File: src/pcac_defs.svh
// Summary of operation
// - Per-channel bit picks unscaled clock when clear, scaled clock when set.
// - Channels 0,1,4,5: 00 A, 01 scaled A, 10 B, 11 scaled B.
// - Channels 2,3,6,7: 00 B, 01 scaled B, 10 A, 11 scaled A.
// - Clock-select writes accepted anytime; one pulse may be cut or stretched.
// - Prescale register: bits 6-4 rate of clock B, bits 2-0 rate of A.
// - Field value n divides the bus clock by two to the power n.
// - Prescale writes accepted anytime; a running pulse may be cut or stretched.
// - Per-channel align bit: zero left aligned, one center aligned.
// - Up to four pairing bits each join two adjacent channels into 16 bits.
// - In a joined pair the even channel is high byte, odd is low.
// - Bits of missing channels ignore writes and read back as zero.
// - Joined pair uses the odd channel's settings and output line.
// - Control bit 3 stops the prescaler input clock during wait mode.
// - Control bit 2 stops the prescaler clock in freeze; registers stay reachable.
`ifndef PCAC_DEFS_SVH
`define PCAC_DEFS_SVH

// ----------------------------------------
// Register indices (byte address is four times the index)
// ----------------------------------------
`define PCAC_IDX_CLK_SEL    4'h2
`define PCAC_IDX_PRESCALE   4'h3
`define PCAC_IDX_ALIGN      4'h4
`define PCAC_IDX_CTL        4'h5
`define PCAC_IDX_PAIR_PICK  4'h6

// ----------------------------------------
// Field positions and reset values
// ----------------------------------------
`define PCAC_RATE_A_LSB     0
`define PCAC_RATE_B_LSB     4
`define PCAC_CTL_FREEZE_BIT 2
`define PCAC_CTL_WAIT_BIT   3
`define PCAC_CTL_JOIN_LSB   4
`define PCAC_PRESCALE_MASK  8'h77
`define PCAC_CTL_MASK       8'hfc
`define PCAC_RESET_BYTE     8'h00
`define PCAC_PRESCALE_BITS  7

`endif

File: src/pcac_pkg.sv
`default_nettype none
package pcac_pkg;
    typedef enum logic [1:0] {
        PCAC_SRC_A  = 2'h0,
        PCAC_SRC_SA = 2'h1,
        PCAC_SRC_B  = 2'h2,
        PCAC_SRC_SB = 2'h3
    } pcac_src_type;
    typedef logic [1:0] pcac_resp_type;
    localparam pcac_resp_type PCAC_OKAY   = 2'h0;
    localparam pcac_resp_type PCAC_SLVERR = 2'h2;
endpackage
`default_nettype wire

File: src/pcac_cfg.sv
// The AXI4-Lite register port was left to the implementer.
`include "pcac_defs.svh"
`timescale 1ns/1ps
`default_nettype none

module pcac_cfg
    import pcac_pkg::*;
#(
    parameter int CHANNELS = 8
) (
    // Clock and reset
    input  wire logic        aclk,
    input  wire logic        aresetn,
    // AXI4-Lite write address
    input  wire logic [31:0] s_axi_awaddr,
    input  wire logic        s_axi_awvalid,
    output logic             s_axi_awready,
    // AXI4-Lite write data
    input  wire logic [31:0] s_axi_wdata,
    input  wire logic [3:0]  s_axi_wstrb,
    input  wire logic        s_axi_wvalid,
    output logic             s_axi_wready,
    // AXI4-Lite write response
    output logic [1:0]       s_axi_bresp,
    output logic             s_axi_bvalid,
    input  wire logic        s_axi_bready,
    // AXI4-Lite read address
    input  wire logic [31:0] s_axi_araddr,
    input  wire logic        s_axi_arvalid,
    output logic             s_axi_arready,
    // AXI4-Lite read data
    output logic [31:0]      s_axi_rdata,
    output logic [1:0]       s_axi_rresp,
    output logic             s_axi_rvalid,
    input  wire logic        s_axi_rready,
    // Low power mode pins
    input  wire logic        wait_mode,
    input  wire logic        freeze_mode,
    // Scaled clock ticks from the outside scaler
    input  wire logic        scaled_clock_a,
    input  wire logic        scaled_clock_b,
    // Channel clock and mode outputs
    output logic             clock_a_tick,
    output logic             clock_b_tick,
    output logic [7:0]       channel_clock_tick,
    output logic [7:0]       center_align_bit,
    output logic [3:0]       join_pair,
    output logic [7:0]       channel_owner
);

    // ----------------------------------------
    // Parameter check
    // ----------------------------------------
    if (CHANNELS < 1 || CHANNELS > 8) begin : g_bad_channels
        $error("CHANNELS must be 1 to 8");
    end

    // Implemented channel mask; other bits ignore writes and read zero.
    localparam logic [7:0] CH_MASK = 8'(({8'h00, 8'hff} >> (8 - CHANNELS)));
    logic [7:0] join_mask;

    // Pair k exists only if both of its channels exist.
    always_comb begin
        join_mask = 8'h00;
        for (int k = 0; k < 4; k++) begin
            join_mask[`PCAC_CTL_JOIN_LSB + k] = CH_MASK[2 * k + 1];
        end
    end

    // ----------------------------------------
    // Pin synchronisers
    // ----------------------------------------
    logic [3:0] sync1_q;
    logic [3:0] sync2_q;

    always_ff @(posedge aclk) begin
        if (!aresetn) begin
            sync1_q <= 4'h0;
            sync2_q <= 4'h0;
        end else begin
            sync1_q <= {scaled_clock_b, scaled_clock_a, freeze_mode, wait_mode};
            sync2_q <= sync1_q;
        end
    end

    // ----------------------------------------
    // Configuration registers
    // ----------------------------------------
    logic [7:0] clk_sel_q;
    logic [7:0] pair_pick_q;
    logic [7:0] prescale_q;
    logic [7:0] align_q;
    logic [7:0] ctl_q;

    // ----------------------------------------
    // AXI4-Lite write path
    // ----------------------------------------
    logic        aw_held_q;
    logic        w_held_q;
    logic [3:0]  aw_idx_q;
    logic        aw_bad_q;
    logic [7:0]  w_byte_q;
    logic        w_lane_q;
    logic        wr_fire;
    logic [3:0]  aw_idx_now;
    logic        aw_bad_now;
    logic [7:0]  w_byte_now;
    logic        w_lane_now;

    assign aw_idx_now = aw_held_q ? aw_idx_q : s_axi_awaddr[5:2];
    assign aw_bad_now = aw_held_q ? aw_bad_q : (s_axi_awaddr[31:6] != 26'h0);
    assign w_byte_now = w_held_q ? w_byte_q : s_axi_wdata[7:0];
    assign w_lane_now = w_held_q ? w_lane_q : s_axi_wstrb[0];
    assign wr_fire    = (aw_held_q || (s_axi_awvalid && s_axi_awready))
                      && (w_held_q || (s_axi_wvalid && s_axi_wready))
                      && !s_axi_bvalid;

    always_ff @(posedge aclk) begin
        if (!aresetn) begin
            s_axi_awready <= 1'b0;
            s_axi_wready  <= 1'b0;
            aw_held_q     <= 1'b0;
            w_held_q      <= 1'b0;
            aw_idx_q      <= 4'h0;
            aw_bad_q      <= 1'b0;
            w_byte_q      <= 8'h00;
            w_lane_q      <= 1'b0;
        end else begin
            if (wr_fire) begin
                aw_held_q <= 1'b0;
                w_held_q  <= 1'b0;
            end else begin
                if (s_axi_awvalid && s_axi_awready) begin
                    aw_held_q <= 1'b1;
                    aw_idx_q  <= s_axi_awaddr[5:2];
                    aw_bad_q  <= (s_axi_awaddr[31:6] != 26'h0);
                end
                if (s_axi_wvalid && s_axi_wready) begin
                    w_held_q <= 1'b1;
                    w_byte_q <= s_axi_wdata[7:0];
                    w_lane_q <= s_axi_wstrb[0];
                end
            end
            s_axi_awready <= !s_axi_awready && !aw_held_q && s_axi_awvalid && !s_axi_bvalid;
            s_axi_wready  <= !s_axi_wready && !w_held_q && s_axi_wvalid && !s_axi_bvalid;
        end
    end

    logic wr_hit;

    always_comb begin
        wr_hit = 1'b0;
        if (!aw_bad_now) begin
            case (aw_idx_now)
                `PCAC_IDX_CLK_SEL,
                `PCAC_IDX_PRESCALE,
                `PCAC_IDX_ALIGN,
                `PCAC_IDX_CTL,
                `PCAC_IDX_PAIR_PICK: wr_hit = 1'b1;
                default:             wr_hit = 1'b0;
            endcase
        end
    end

    always_ff @(posedge aclk) begin
        if (!aresetn) begin
            s_axi_bvalid <= 1'b0;
            s_axi_bresp  <= PCAC_OKAY;
        end else if (wr_fire) begin
            s_axi_bvalid <= 1'b1;
            s_axi_bresp  <= wr_hit ? PCAC_OKAY : PCAC_SLVERR;
        end else if (s_axi_bready) begin
            s_axi_bvalid <= 1'b0;
        end
    end

    // Writes take effect at any time, even while channels run.
    always_ff @(posedge aclk) begin
        if (!aresetn) begin
            clk_sel_q   <= `PCAC_RESET_BYTE;
            pair_pick_q <= `PCAC_RESET_BYTE;
            prescale_q  <= `PCAC_RESET_BYTE;
            align_q     <= `PCAC_RESET_BYTE;
            ctl_q       <= `PCAC_RESET_BYTE;
        end else if (wr_fire && w_lane_now && !aw_bad_now) begin
            case (aw_idx_now)
                `PCAC_IDX_CLK_SEL:   clk_sel_q   <= w_byte_now & CH_MASK;
                `PCAC_IDX_PAIR_PICK: pair_pick_q <= w_byte_now & CH_MASK;
                `PCAC_IDX_PRESCALE:  prescale_q  <= w_byte_now & `PCAC_PRESCALE_MASK;
                `PCAC_IDX_ALIGN:     align_q     <= w_byte_now & CH_MASK;
                `PCAC_IDX_CTL:       ctl_q       <= w_byte_now & (`PCAC_CTL_MASK & (join_mask | 8'h0f));
                default:             ;
            endcase
        end
    end

    // ----------------------------------------
    // AXI4-Lite read path
    // ----------------------------------------
    logic [7:0] rd_byte;
    logic       rd_hit;

    always_comb begin
        rd_byte = 8'h00;
        rd_hit  = 1'b1;
        if (s_axi_araddr[31:6] != 26'h0) begin
            rd_hit = 1'b0;
        end else begin
            case (s_axi_araddr[5:2])
                `PCAC_IDX_CLK_SEL:   rd_byte = clk_sel_q;
                `PCAC_IDX_PAIR_PICK: rd_byte = pair_pick_q;
                `PCAC_IDX_PRESCALE:  rd_byte = prescale_q;
                `PCAC_IDX_ALIGN:     rd_byte = align_q;
                `PCAC_IDX_CTL:       rd_byte = ctl_q;
                default:             rd_hit  = 1'b0;
            endcase
        end
    end

    always_ff @(posedge aclk) begin
        if (!aresetn) begin
            s_axi_arready <= 1'b0;
            s_axi_rvalid  <= 1'b0;
            s_axi_rdata   <= 32'h0;
            s_axi_rresp   <= PCAC_OKAY;
        end else begin
            s_axi_arready <= !s_axi_arready && s_axi_arvalid && !s_axi_rvalid;
            if (s_axi_arvalid && s_axi_arready) begin
                s_axi_rvalid <= 1'b1;
                s_axi_rdata  <= {24'h0, rd_byte};
                s_axi_rresp  <= rd_hit ? PCAC_OKAY : PCAC_SLVERR;
            end else if (s_axi_rready) begin
                s_axi_rvalid <= 1'b0;
            end
        end
    end

    // ----------------------------------------
    // Prescaler
    // ----------------------------------------
    logic [`PCAC_PRESCALE_BITS-1:0] pre_cnt_q;
    logic                           pre_run;
    logic [7:0]                     pre_cur;
    logic [7:0]                     pre_next;
    logic [2:0]                     rate_a;
    logic [2:0]                     rate_b;
    logic                           tick_a;
    logic                           tick_b;

    assign pre_run = !((ctl_q[`PCAC_CTL_WAIT_BIT] && sync2_q[0])
                    || (ctl_q[`PCAC_CTL_FREEZE_BIT] && sync2_q[1]));
    assign pre_cur  = {1'b0, pre_cnt_q};
    assign pre_next = pre_cur + 8'h01;
    assign rate_a   = prescale_q[`PCAC_RATE_A_LSB +: 3];
    assign rate_b   = prescale_q[`PCAC_RATE_B_LSB +: 3];
    // A tick each time the low n bits roll over; the spare top bit lets n reach seven.
    assign tick_a   = pre_run && (pre_next[rate_a] != pre_cur[rate_a]);
    assign tick_b   = pre_run && (pre_next[rate_b] != pre_cur[rate_b]);

    always_ff @(posedge aclk) begin
        if (!aresetn) begin
            pre_cnt_q <= '0;
        end else if (pre_run) begin
            pre_cnt_q <= pre_next[`PCAC_PRESCALE_BITS-1:0];
        end
    end

    // ----------------------------------------
    // Scaled clock edge detection
    // ----------------------------------------
    logic [1:0] scaled_last_q;
    logic       tick_sa;
    logic       tick_sb;

    always_ff @(posedge aclk) begin
        if (!aresetn) begin
            scaled_last_q <= 2'h0;
        end else begin
            scaled_last_q <= sync2_q[3:2];
        end
    end

    assign tick_sa = pre_run && sync2_q[2] && !scaled_last_q[0];
    assign tick_sb = pre_run && sync2_q[3] && !scaled_last_q[1];

    // ----------------------------------------
    // Per-channel source selection
    // ----------------------------------------
    wire logic [7:0] ch_tick;

    for (genvar c = 0; c < 8; c++) begin : g_ch
        localparam bit SWAP = (c % 4) >= 2;
        pcac_src_type src;
        logic         pick;
        always_comb begin
            src = pcac_src_type'({pair_pick_q[c] ^ SWAP, clk_sel_q[c]});
            case (src)
                PCAC_SRC_A:  pick = tick_a;
                PCAC_SRC_SA: pick = tick_sa;
                PCAC_SRC_B:  pick = tick_b;
                PCAC_SRC_SB: pick = tick_sb;
                default:     pick = 1'b0;
            endcase
        end
        assign ch_tick[c] = pick;
    end

    // ----------------------------------------
    // Outputs and pairing
    // ----------------------------------------
    logic [7:0] owner;
    logic [7:0] eff_tick;
    logic [7:0] eff_align;

    // A joined even channel follows its odd partner; owner flags that governed even channel.
    always_comb begin
        for (int c = 0; c < 8; c++) begin
            owner[c]     = 1'b0;
            eff_tick[c]  = ch_tick[c];
            eff_align[c] = align_q[c];
        end
        for (int k = 0; k < 4; k++) begin
            if (ctl_q[`PCAC_CTL_JOIN_LSB + k]) begin
                owner[2 * k]        = 1'b1;
                eff_tick[2 * k]     = ch_tick[2 * k + 1];
                eff_align[2 * k]    = align_q[2 * k + 1];
            end
        end
    end

    always_ff @(posedge aclk) begin
        if (!aresetn) begin
            clock_a_tick       <= 1'b0;
            clock_b_tick       <= 1'b0;
            channel_clock_tick <= 8'h00;
            center_align_bit   <= 8'h00;
            join_pair          <= 4'h0;
            channel_owner      <= 8'h00;
        end else begin
            clock_a_tick       <= tick_a;
            clock_b_tick       <= tick_b;
            channel_clock_tick <= eff_tick & CH_MASK;
            center_align_bit   <= eff_align & CH_MASK;
            join_pair          <= ctl_q[`PCAC_CTL_JOIN_LSB +: 4];
            channel_owner      <= owner;
        end
    end

endmodule

`default_nettype wire

File: config.mk
export PLATFORM = sky130hd
export DESIGN_NAME = pcac_cfg
export DESIGN_NICKNAME = d
export VERILOG_FILES = /design/src/pcac_pkg.sv /design/src/pcac_cfg.sv
export VERILOG_INCLUDE_DIRS = /design/src
export SDC_FILE = /design/constraint.sdc
export NUM_CORES = 1
export LEC_CHECK = 0
export ABC_AREA = 1
export BUFFER_PORTS_ARGS = -buffer_cell sky130_fd_sc_hd__buf_2
export CAP_MARGIN = 30
export CORE_MARGIN = 10
export CORE_UTILIZATION = 40
export DETAILED_ROUTE_END_ITERATION = 10
export PLACE_DENSITY = 0.66
export SLEW_MARGIN = 20
export SYNTH_ARGS = -nofsm -noshare
export SYNTH_HDL_FRONTEND = slang
export SYNTH_SLANG_ARGS = --single-unit
File: constraint.sdc
create_clock -name aclk -period 2.5 [get_ports aclk]
set_clock_uncertainty 0.15 [all_clocks]
set_input_delay 0.25 -clock aclk [delete_from_list [all_inputs] [get_ports aclk]]
set_output_delay 0.25 -clock aclk [all_outputs]
set_load 0.03 [all_outputs]
==> results of run 1 <==
cells in the final DEF (no fill, tap or decap), types with 7 or more instances in the layout:
master,count
sky130_fd_sc_hd__nand3_1,46
sky130_fd_sc_hd__a21oi_1,65
sky130_fd_sc_hd__nor4_1,13
sky130_fd_sc_hd__nand3_2,7
sky130_fd_sc_hd__clkbuf_16,9
sky130_fd_sc_hd__inv_1,91
sky130_fd_sc_hd__buf_2,120
sky130_fd_sc_hd__nor2_1,74
sky130_fd_sc_hd__o21ai_0,45
sky130_fd_sc_hd__mux2i_1,8
sky130_fd_sc_hd__dlygate4sd3_1,18
sky130_fd_sc_hd__buf_4,9
sky130_fd_sc_hd__o22ai_1,11
sky130_fd_sc_hd__nand2_1,150
sky130_fd_sc_hd__dfxtp_1,106
sky130_fd_sc_hd__conb_1,30
sky130_fd_sc_hd__nand4_1,42
sequential cells by signal, summed over array words and instances (netlist names), 2 cells and up:
register,cells
s_axi_rdata,8
align_q,8
w_byte_q,8
sync1_q,4
channel_clock_tick,8
scaled_last_q,2
pair_pick_q,8
join_pair,4
pre_cnt_q,7
aw_idx_q,4
prescale_q,6
ctl_q,6
center_align_bit,8
sync2_q,4
clk_sel_q,8
layer usage:
layer	share of wire (%)	global-route usage (%)
met1	45	20.7
met2	44	25.7
met3	8.5	4.41
met4	2.3	6.16
met5	0	0
metrics by stage:
step	setup WS [ns]	instance area, sq um	hold slack, ns	utilization, %
6_report	0.259	6480	0.0204	49.3
4_1_cts	0.221	6450	0.00793	49.1
2_1_floorplan	0.590	5410	0.198	-
3_3_place_gp	0.270	5990	0.244	45.6
3_5_place_dp	0.227	5990	0.251	45.6
5_1_grt	0.0425	6480	0.0202	49.3
cells by family (layout without fill, tap and decap cells):
family          after synthesis  after routing  share of synthesized area [%]
compound gates              136            136                           14.0
other cells                   1             30                         0.0707
fa+ha+maj                     1              1                          0.236
simple gates                352            352                           30.6
xor+xnor                      1              1                          0.165
mux                           8              8                           1.51
flops                       106            106                           40.0
buf+inv                     152            261                           13.4
power by group through the flow:
stage | combinational (mW) | clock (mW) | sequential [mW]
after floorplan | 0.287 | 0 | 1.83
after global placement | 0.433 | 0 | 1.79
after detailed placement | 0.436 | 0 | 1.79
after CTS | 0.458 | 1.43 | 1.75
after global routing | 0.516 | 1.48 | 1.76
final | 0.463 | 1.39 | 1.75
worst paths after layout:
path,endpoint,start,cells after the start
hold reg to reg,sync2_q[3],sync1_q[3],2
setup / recovery,channel_clock_tick[4],pre_cnt_q[1],13
hold / removal,aw_idx_q[2],s_axi_awaddr[4],3
setup reg to reg,channel_clock_tick[4],pre_cnt_q[1],13
area by class of cell:
type                    instances  area share (%)
clock buffers                  11            3.59
flip-flops and latches        106            32.8
multi-input cells             528            39.8
well taps                     176            3.40
inverters                      96            5.56
repair buffers                150            14.0
clock inverters                 4           0.831
worst reg2reg max path: stages, from the launching register on:
cell,delay [ns]
sky130_fd_sc_hd__dfxtp_1,0.43
sky130_fd_sc_hd__ha_1,0.25
sky130_fd_sc_hd__nand2_1,0.09
sky130_fd_sc_hd__nor2_1,0.14
sky130_fd_sc_hd__nand3_1,0.12
sky130_fd_sc_hd__nand3_1,0.11
sky130_fd_sc_hd__nand3_1,0.08
sky130_fd_sc_hd__nand3_1,0.12
sky130_fd_sc_hd__nand2_1,0.06
sky130_fd_sc_hd__nand2_1,0.07
sky130_fd_sc_hd__nand3_2,0.22
sky130_fd_sc_hd__a21oi_1,0.22
sky130_fd_sc_hd__nand2_1,0.06
sky130_fd_sc_hd__nand2_1,0.06
timing repair:
item | in CTS | in global routing
hold buffers | 18 | 0
endpoints found under the setup margin | 0 | 5
resized for setup | 0 | 1
hold endpoints to repair | 18 | 0
==> flow_metrics.env, run 1 <==
export IMPL_netlist_top_cell_by_area="sky130_fd_sc_hd__dfxtp_1"
export IMPL_synth_top_flop_cell="sky130_fd_sc_hd__dfxtp_1"
export IMPL_multi_input_area_sq_mm=0.00258
export IMPL_post_layout_nonfiller_instances=1071
export IMPL_total_of_max_cap_violations=0
export IMPL_synth_sequential_area_ratio_pct=40.0
export IMPL_place_detailed_hpwl_um=11300
export IMPL_drive_above_1_share_pct=19.3
export IMPL_placementRows=42
export IMPL_max_slew_worst_pin_slew_ns=0.651
export IMPL_dieArea_sq_mm=0.0183
export IMPL_htree_levels=3
export IMPL_rrSetupSlack_ns=0.26
export IMPL_clkTransAtPathRegs_ns=0.07
export IMPL_globalRoute_totalOverflow=0
export IMPL_clock_latency_ns=0.35
export IMPL_boundaryPins=182
export IMPL_cts_made_buffers=9
export IMPL_final_hold_viol_count=0
export IMPL_cp_delay_by_family_top="simple AND/OR/NAND/NOR gates"
export IMPL_report_final_slew_viol_count=0
export IMPL_gp_routability_congestion=0.892
export IMPL_grt_antenna_before_repair=0
export IMPL_final_min_period_over_clock_period_pct=89.6
export IMPL_nets=1003
export IMPL_power_switching_mw=0.946
export IMPL_max_freq_mhz=446
export IMPL_path_cells="ha_1, nand2_1, nor2_1, nand3_1, nand3_1, nand3_1, nand3_1, nand2_1, nand2_1, nand3_2, a21oi_1, nand2_1, nand2_1"
export IMPL_grt_util_all_layers_pct=16.2
export IMPL_routed_wl_um=14900
export IMPL_setup_worst_path_class="reg2reg"
export IMPL_diodes=0
export IMPL_route_detailed_vias_per_inst=4.94
export IMPL_post_route_min_period_ns=2.24
export IMPL_crit_path_end_kind="flop"
export IMPL_wl_per_cell_um=13.9
export IMPL_die_height_um=135
export IMPL_cts_num_sinks=106
export IMPL_layout_area_overhead_vs_synth_pct=22.1
export IMPL_cts_root_buffer_cell="sky130_fd_sc_hd__clkbuf_16"
export IMPL_max_slew_headroom_pct=56.4
export IMPL_rsz_0062_raised_after_global_routing="false"
export IMPL_post_synth_instance_area_sq_mm=0.00530
export IMPL_tritoncts_clock_tree="built"
export IMPL_max_incr_delay_on_cp_ns=0.43
export IMPL_clock_path_buffers=2
export IMPL_crit_required_ns=2.65
export IMPL_start_util_pct=40.4
export IMPL_power_combinational_fraction_pct=12.9
export IMPL_seq_power_share_pct=48.6
export IMPL_synth_top_cells_by_area="sky130_fd_sc_hd__dfxtp_1 (40%), sky130_fd_sc_hd__nand2_1 (11%), sky130_fd_sc_hd__inv_1 (6.4%)"
export IMPL_first_global_vias=5092
export IMPL_finalSetupViolCount=0
export IMPL_remaining_drc_errors=0
export IMPL_die_width_um=135
export IMPL_yosys_top_cells_count="sky130_fd_sc_hd__nand2_1 (151), sky130_fd_sc_hd__dfxtp_1 (106), sky130_fd_sc_hd__inv_1 (91)"
export IMPL_remaining_antenna_violation_count=0
export IMPL_post_synth_top_area_fraction_pct=40.0
export IMPL_place_inst=1037
export IMPL_cpMostUsedCell="sky130_fd_sc_hd__nand2_1"
export IMPL_power_share_clock_pct=38.5
export IMPL_number_of_storage_elements_in_the_synthesis_netlist=106
export IMPL_syn_instance_count=757
export IMPL_p_leak_nw=2.97
export IMPL_grt_start_max_net_pins=54
export IMPL_post_synthesis_average_cell_area_sq_um=7.00
export IMPL_synth_warnings=0
export IMPL_critical_path_max_fanout=9
export IMPL_synth_enable_flop_cells=0
export IMPL_ir_drop_mv=0.425
export IMPL_fillers=1346
export IMPL_sw_frac_of_total_pct=26.3
export IMPL_grt_pass1_wl_um=24700
export IMPL_cp_data_arrival_time_ns=2.39
export IMPL_p_int_mw=2.66
export IMPL_design_core_area_sq_mm=0.0131
export IMPL_synth_most_common_cell="sky130_fd_sc_hd__nand2_1"
export IMPL_count_of_cell_types_in_the_netlist=35
export IMPL_first_pass_iters=7
export IMPL_outcome="completed"
export IMPL_finalPower_mw=3.60
export IMPL_count_of_buffer_and_inverter_cells_on_the_critical_path=0
export IMPL_cts_setup_buffers=0
export IMPL_async_flop_share_pct=0
export IMPL_critPathSlowestCell="sky130_fd_sc_hd__dfxtp_1"
export IMPL_vias=5293
export IMPL_worst_setup_start_kind="flop"
export IMPL_ff_latch_area_sq_mm=0.00212
export IMPL_drt_first_iter_violations=409
export IMPL_hold_path_class="in2reg"
export IMPL_power_per_cell_area_mw_per_mm2=556
export IMPL_placement_io_buffers=120
export IMPL_setup_tns_final_ns=0
Power figures use the tool's default switching activity.
==> run 2, diff against run 1 <==
- CTS_BUF_LIST: unset -> sky130_fd_sc_hd__clkbuf_4 sky130_fd_sc_hd__clkbuf_8
==> run 2 against run 1 <==
Effect of this change:
- die area unchanged
- via count up 0.72%
- wire length up 1.2%
- count of clock-buffer cells in the layout unchanged
- largest power group unchanged
==> flow_metrics.env, run 2 (synthesized netlist as in run 1, its figures left out) <==
export IMPL_outcome="completed"
export IMPL_route_detailed_vias_per_inst=4.95
export IMPL_boundaryPins=182
export IMPL_grt_pass1_wl_um=24900
export IMPL_diodes=0
export IMPL_clock_latency_ns=0.37
export IMPL_start_util_pct=40.4
export IMPL_rsz_0062_raised_after_global_routing="false"
export IMPL_wl_per_cell_um=14.0
export IMPL_cpMostUsedCell="sky130_fd_sc_hd__nand2_1"
export IMPL_rrSetupSlack_ns=0.25
export IMPL_cts_root_buffer_cell="sky130_fd_sc_hd__clkbuf_8"
export IMPL_hold_path_class="in2reg"
export IMPL_power_per_cell_area_mw_per_mm2=509
export IMPL_layout_area_overhead_vs_synth_pct=21.5
export IMPL_finalSetupViolCount=0
export IMPL_routed_wl_um=15100
export IMPL_dieArea_sq_mm=0.0183
export IMPL_finalPower_mw=3.28
export IMPL_setup_worst_path_class="reg2reg"
export IMPL_final_cell_mix="sky130_fd_sc_hd__nand2_1 (150), sky130_fd_sc_hd__buf_2 (120), sky130_fd_sc_hd__dfxtp_1 (106)"
export IMPL_worst_setup_start_kind="flop"
export IMPL_max_slew_headroom_pct=57.5
export IMPL_max_slew_worst_pin_slew_ns=0.635
export IMPL_placement_io_buffers=120
export IMPL_critical_path_max_fanout=9
export IMPL_worstReg2RegEnd="channel_clock_tick[4]"
export IMPL_mostFrequentLayoutCell="sky130_fd_sc_hd__nand2_1"
export IMPL_drive_above_1_share_pct=19.4
export IMPL_grt_start_max_net_pins=54
export IMPL_gp_routability_congestion=0.892
export IMPL_place_inst=1037
export IMPL_cts_num_sinks=106
export IMPL_critPathSlowestCell="sky130_fd_sc_hd__dfxtp_1"
export IMPL_fillers=1359
export IMPL_crit_required_ns=2.68
export IMPL_path_cells="ha_1, nand2_1, nor2_1, nand3_1, nand3_1, nand3_1, nand3_1, nand2_1, nand2_1, nand3_2, a21oi_1, nand2_1, nand2_1"
export IMPL_nets=1009
export IMPL_final_min_period_over_clock_period_pct=90.0
export IMPL_vias=5331
export IMPL_clkTransAtPathRegs_ns=0.10
export IMPL_grt_util_all_layers_pct=16.3
export IMPL_setup_tns_final_ns=0
export IMPL_total_of_max_cap_violations=0
export IMPL_report_final_slew_viol_count=0
export IMPL_worstSetupEndpoint="channel_clock_tick[4]"
export IMPL_crit_path_end_kind="flop"
export IMPL_critical_path_startpoint="pre_cnt_q[1]"
export IMPL_grt_antenna_before_repair=0
export IMPL_die_height_um=135
export IMPL_cts_made_buffers=9
export IMPL_tritoncts_clock_tree="built"
export IMPL_place_detailed_hpwl_um=11300
export IMPL_remaining_drc_errors=0
export IMPL_die_width_um=135
export IMPL_max_freq_mhz=445
export IMPL_final_hold_viol_count=0
export IMPL_ff_latch_area_sq_mm=0.00212
export IMPL_post_layout_nonfiller_instances=1077
export IMPL_cp_data_arrival_time_ns=2.43
export IMPL_crit_cells=13
export IMPL_p_leak_nw=2.96
export IMPL_ir_drop_mv=0.361
export IMPL_clock_path_buffers=2
export IMPL_max_incr_delay_on_cp_ns=0.44
export IMPL_drt_first_iter_violations=434
export IMPL_first_global_vias=5096
export IMPL_placementRows=42
export IMPL_worst_r2r_startpoint="pre_cnt_q[1]"
export IMPL_htree_levels=3
export IMPL_r2r_worst_path_cells=13
export IMPL_first_pass_iters=5
export IMPL_multi_input_area_sq_mm=0.00258
export IMPL_cp_delay_by_family_top="simple AND/OR/NAND/NOR gates"
export IMPL_remaining_antenna_violation_count=0
export IMPL_globalRoute_totalOverflow=0
export IMPL_post_route_min_period_ns=2.25
export IMPL_count_of_buffer_and_inverter_cells_on_the_critical_path=0
export IMPL_design_core_area_sq_mm=0.0131
[run 2: changes by cell type in the layout (fill, tap and decap cells not counted), sizes merged]
cell	delta
dlygate4sd3	+6
[run 2: how the worst min path moves through the flow]
stage	slack (ns)	startpoint	end	cells after the start
4_1_cts	0.10	s_axi_awaddr[20]	aw_bad_q	5
5_1_grt	0.09	aresetn	channel_clock_tick[1]	3
6_report	0.07	aresetn	channel_clock_tick[1]	3
3_3_place_gp	0.24	sync1_q[3]	sync2_q[3]	2
2_1_floorplan	0.20	wait_mode	sync1_q[0]	2
3_5_place_dp	0.25	sync1_q[1]	sync2_q[1]	2
[run 2: through the flow]
| step | util (%) | setup WS [ns] | hold WS [ns] | area (sq um) |
|---|---|---|---|---|
| final | 49.0 | 0.251 | 0.0691 | 6440 |
| after global routing | 49.0 | 0.0340 | 0.0891 | 6440 |
| after CTS | 48.9 | 0.217 | 0.103 | 6420 |
| after detailed placement | 45.6 | 0.227 | 0.251 | 5990 |
| after global placement | 45.6 | 0.270 | 0.244 | 5990 |
| after floorplan | - | 0.590 | 0.198 | 5410 |
[run 2: where the power goes]
part           total [mW]  switching [mW]  leakage [nW]  internal, mW
Sequential           1.75          0.0206         0.862          1.73
Clock                1.06           0.577        0.0925         0.482
Combinational       0.470           0.314          2.01         0.157
[run 2: per-layer routing]
layer | vias to the layer above | global-route usage (%) | wire (um)
li1 | 2733 | - | -
met1 | 2391 | 20.7 | 6770
met2 | 189 | 25.9 | 6640
met3 | 18 | 5.08 | 1420
met4 | 0 | 5.20 | 279
met5 | - | 0 | 0
[run 2: timing repair]
action	4_1_cts	5_1_grt
hold endpoints to repair	23	0
setup endpoints to repair	0	5
setup buffers	0	0
hold buffers	24	0
gates resized for setup	0	1
[run 2: worst reg2reg max path, delay by kind of cell, from the launching register on]
kind / cells / cell delay [ns]
simple gates: 11 / 1.14
compound gates: 1 / 0.22
flops: 1 / 0.44
fa+ha+maj: 1 / 0.25
[run 2: layout make-up]
type	count	share of cell area (%)
clock inverters	4	0.835
clock buffers	11	2.16
well taps	176	3.42
multi-input cells	528	40.0
flip-flops and latches	106	32.9
inverters	96	5.59
repair buffers	156	15.0
==> run 3, diff against run 2 <==
- BUFFER_PORTS_ARGS: -buffer_cell sky130_fd_sc_hd__buf_2 -> unset
- DONT_BUFFER_PORTS: unset -> 1
- PLACE_DENSITY: 0.66 -> 0.54
==> run 3 against run 2 <==
Effect of this change:
- register-to-register slack about the same
- design area is 8.1% lower
- largest power group unchanged
- critical endpoint unchanged
- sequential power grew 2%
==> flow_metrics.env, run 3 (synthesized netlist as in run 1, its figures left out) <==
export IMPL_outcome="completed"
export IMPL_setup_tns_final_ns=0
export IMPL_report_final_slew_viol_count=0
export IMPL_placementRows=42
export IMPL_post_route_min_period_ns=2.24
export IMPL_vias=5009
export IMPL_worst_setup_start_kind="flop"
export IMPL_worst_slack_ns=0.262
export IMPL_top_signal_layer_used="met4"
export IMPL_layout_area_overhead_vs_synth_pct=11.7
export IMPL_crit_required_ns=2.70
export IMPL_max_incr_delay_on_cp_ns=0.52
export IMPL_max_slew_worst_pin_slew_ns=0.686
export IMPL_r2r_worst_path_cells=12
export IMPL_setup_worst_path_class="reg2reg"
export IMPL_p_leak_nw=2.47
export IMPL_power_combinational_fraction_pct=11.6
export IMPL_clock_latency_ns=0.40
export IMPL_critical_path_max_fanout=10
export IMPL_detailed_place_area_sq_mm=0.00540
export IMPL_boundaryPins=182
export IMPL_cp_data_arrival_time_ns=2.43
export IMPL_final_min_period_over_clock_period_pct=89.5
export IMPL_crit_path_end_kind="flop"
export IMPL_routed_met2_length_um=6820
export IMPL_start_util_pct=40.4
export IMPL_cpMostUsedCell="sky130_fd_sc_hd__nand2_1"
export IMPL_critPathSlowestCell="sky130_fd_sc_hd__dfxtp_1"
export IMPL_place_detailed_hpwl_um=11300
export IMPL_place_inst=921
export IMPL_multi_input_area_sq_mm=0.00258
export IMPL_wl_per_cell_um=15.8
export IMPL_total_of_max_cap_violations=0
export IMPL_clock_path_buffers=2
export IMPL_post_layout_nonfiller_instances=968
export IMPL_final_core_util_pct=45.1
export IMPL_ff_latch_area_sq_mm=0.00212
export IMPL_mostFrequentLayoutCell="sky130_fd_sc_hd__nand2_1"
export IMPL_sw_frac_of_total_pct=30.0
export IMPL_grt_util_all_layers_pct=16.2
export IMPL_cts_root_buffer_cell="sky130_fd_sc_hd__clkbuf_8"
export IMPL_die_width_um=135
export IMPL_cts_setup_buffers=0
export IMPL_rsz_0062_raised_after_global_routing="true"
export IMPL_nets=899
export IMPL_first_global_vias=4649
export IMPL_finalSetupViolCount=0
export IMPL_diodes=0
export IMPL_cp_delay_by_family_top="simple AND/OR/NAND/NOR gates"
export IMPL_htree_levels=3
export IMPL_power_per_cell_area_mw_per_mm2=542
export IMPL_hold_path_class="in2reg"
export IMPL_p_int_mw=2.25
export IMPL_route_detailed_vias_per_inst=5.17
export IMPL_routedLengthMet1_um=6810
export IMPL_final_hold_viol_count=0
export IMPL_drt_first_iter_violations=377
export IMPL_max_freq_mhz=447
export IMPL_max_slew_headroom_pct=54.1
export IMPL_power_share_clock_pct=32.7
export IMPL_grt_start_max_net_pins=48
export IMPL_grt_antenna_before_repair=0
export IMPL_cts_num_sinks=106
export IMPL_ir_drop_mv=0.239
export IMPL_power_switching_mw=0.962
export IMPL_cts_made_buffers=9
export IMPL_clkTransAtPathRegs_ns=0.10
export IMPL_tritoncts_clock_tree="built"
export IMPL_placement_io_buffers=0
export IMPL_postLayoutCellArea_sq_mm=0.00592
export IMPL_grt_pass1_wl_um=24100
export IMPL_count_of_buffer_and_inverter_cells_on_the_critical_path=1
export IMPL_detailroute_wirelength_met3_um=1400
export IMPL_seq_power_share_pct=55.7
export IMPL_routed_wl_um=15300
export IMPL_design_core_area_sq_mm=0.0131
export IMPL_worstHoldPathCells=4
export IMPL_finalPower_mw=3.21
export IMPL_detailedPlace_worstSlack_ns=0.247
export IMPL_remaining_drc_errors=0
export IMPL_crit_cells=12
export IMPL_fin_hold_ws_ns=0.0311
export IMPL_fillers=1376
export IMPL_globalRoute_totalOverflow=0
export IMPL_remaining_antenna_violation_count=0
export IMPL_final_cell_mix="sky130_fd_sc_hd__nand2_1 (150), sky130_fd_sc_hd__dfxtp_1 (106), sky130_fd_sc_hd__inv_1 (91)"
export IMPL_path_cells="clkinvlp_4, nand2_1, o21ai_0, nand2_1, o21ai_0, nand2_1, nand2_1, nand2_1, nand3_2, a21oi_1, nand2_1, nand2_1"
export IMPL_dieArea_sq_mm=0.0183
export IMPL_gp_routability_congestion=0.848
export IMPL_first_pass_iters=5
export IMPL_drive_above_1_share_pct=7.83
export IMPL_die_height_um=135
## run 3: changes by cell type in the layout (fill, tap and decap cells not counted), sizes merged
| cell | delta |
|---|---|
| buf | -116 |
| bufinv | -1 |
| clkbuf | -1 |
| clkinv | +1 |
| dlygate4sd3 | +6 |
| inv | +2 |
## run 3: worst paths after layout
path	startpoint	endpoint	slack, ns
max	prescale_q[0]	channel_clock_tick[4]	0.26
min	s_axi_awvalid	aw_idx_q[0]	0.03
max reg2reg	prescale_q[0]	channel_clock_tick[4]	0.26
min reg2reg	sync1_q[3]	sync2_q[3]	0.27
## run 3: what timing repair did
item	in CTS	in global routing
resized for setup	0	3
hold buffers	31	0
endpoints found under the hold margin	58	0
endpoints found under the setup margin	0	9
## run 3: final cells by class
| type | count | share of cell area (%) |
|---|---|---|
| Multi-Input combinational cell | 528 | 43.6 |
| Sequential cell | 106 | 35.8 |
| Timing Repair Buffer | 46 | 7.52 |
| Tap cell | 176 | 3.72 |
| Inverter | 96 | 6.15 |
| Clock buffer | 10 | 2.32 |
| Clock inverter | 6 | 0.845 |
## run 3: metal layers
layer | vias up | GRT usage, %
met5 | - | 0
met4 | 0 | 5.92
met3 | 19 | 3.93
met2 | 194 | 25.3
met1 | 2275 | 21.1
li1 | 2521 | -
## run 3: tightest hold or removal path: cells and delay by family
| kind | cells | cell delay, ns |
|---|---|---|
| and+or+nand+nor | 3 | 0.23 |
| AOI/OAI and AO/OA | 1 | 0.05 |
## run 3: power by group through the flow
stage | Sequential (mW) | Clock, mW | Combinational [mW]
CTS | 1.79 | 1.08 | 0.367
global placement | 1.83 | 0 | 0.310
global route | 1.79 | 1.13 | 0.411
detailed placement | 1.83 | 0 | 0.314
finish | 1.79 | 1.05 | 0.371
floorplan | 1.83 | 0 | 0.287
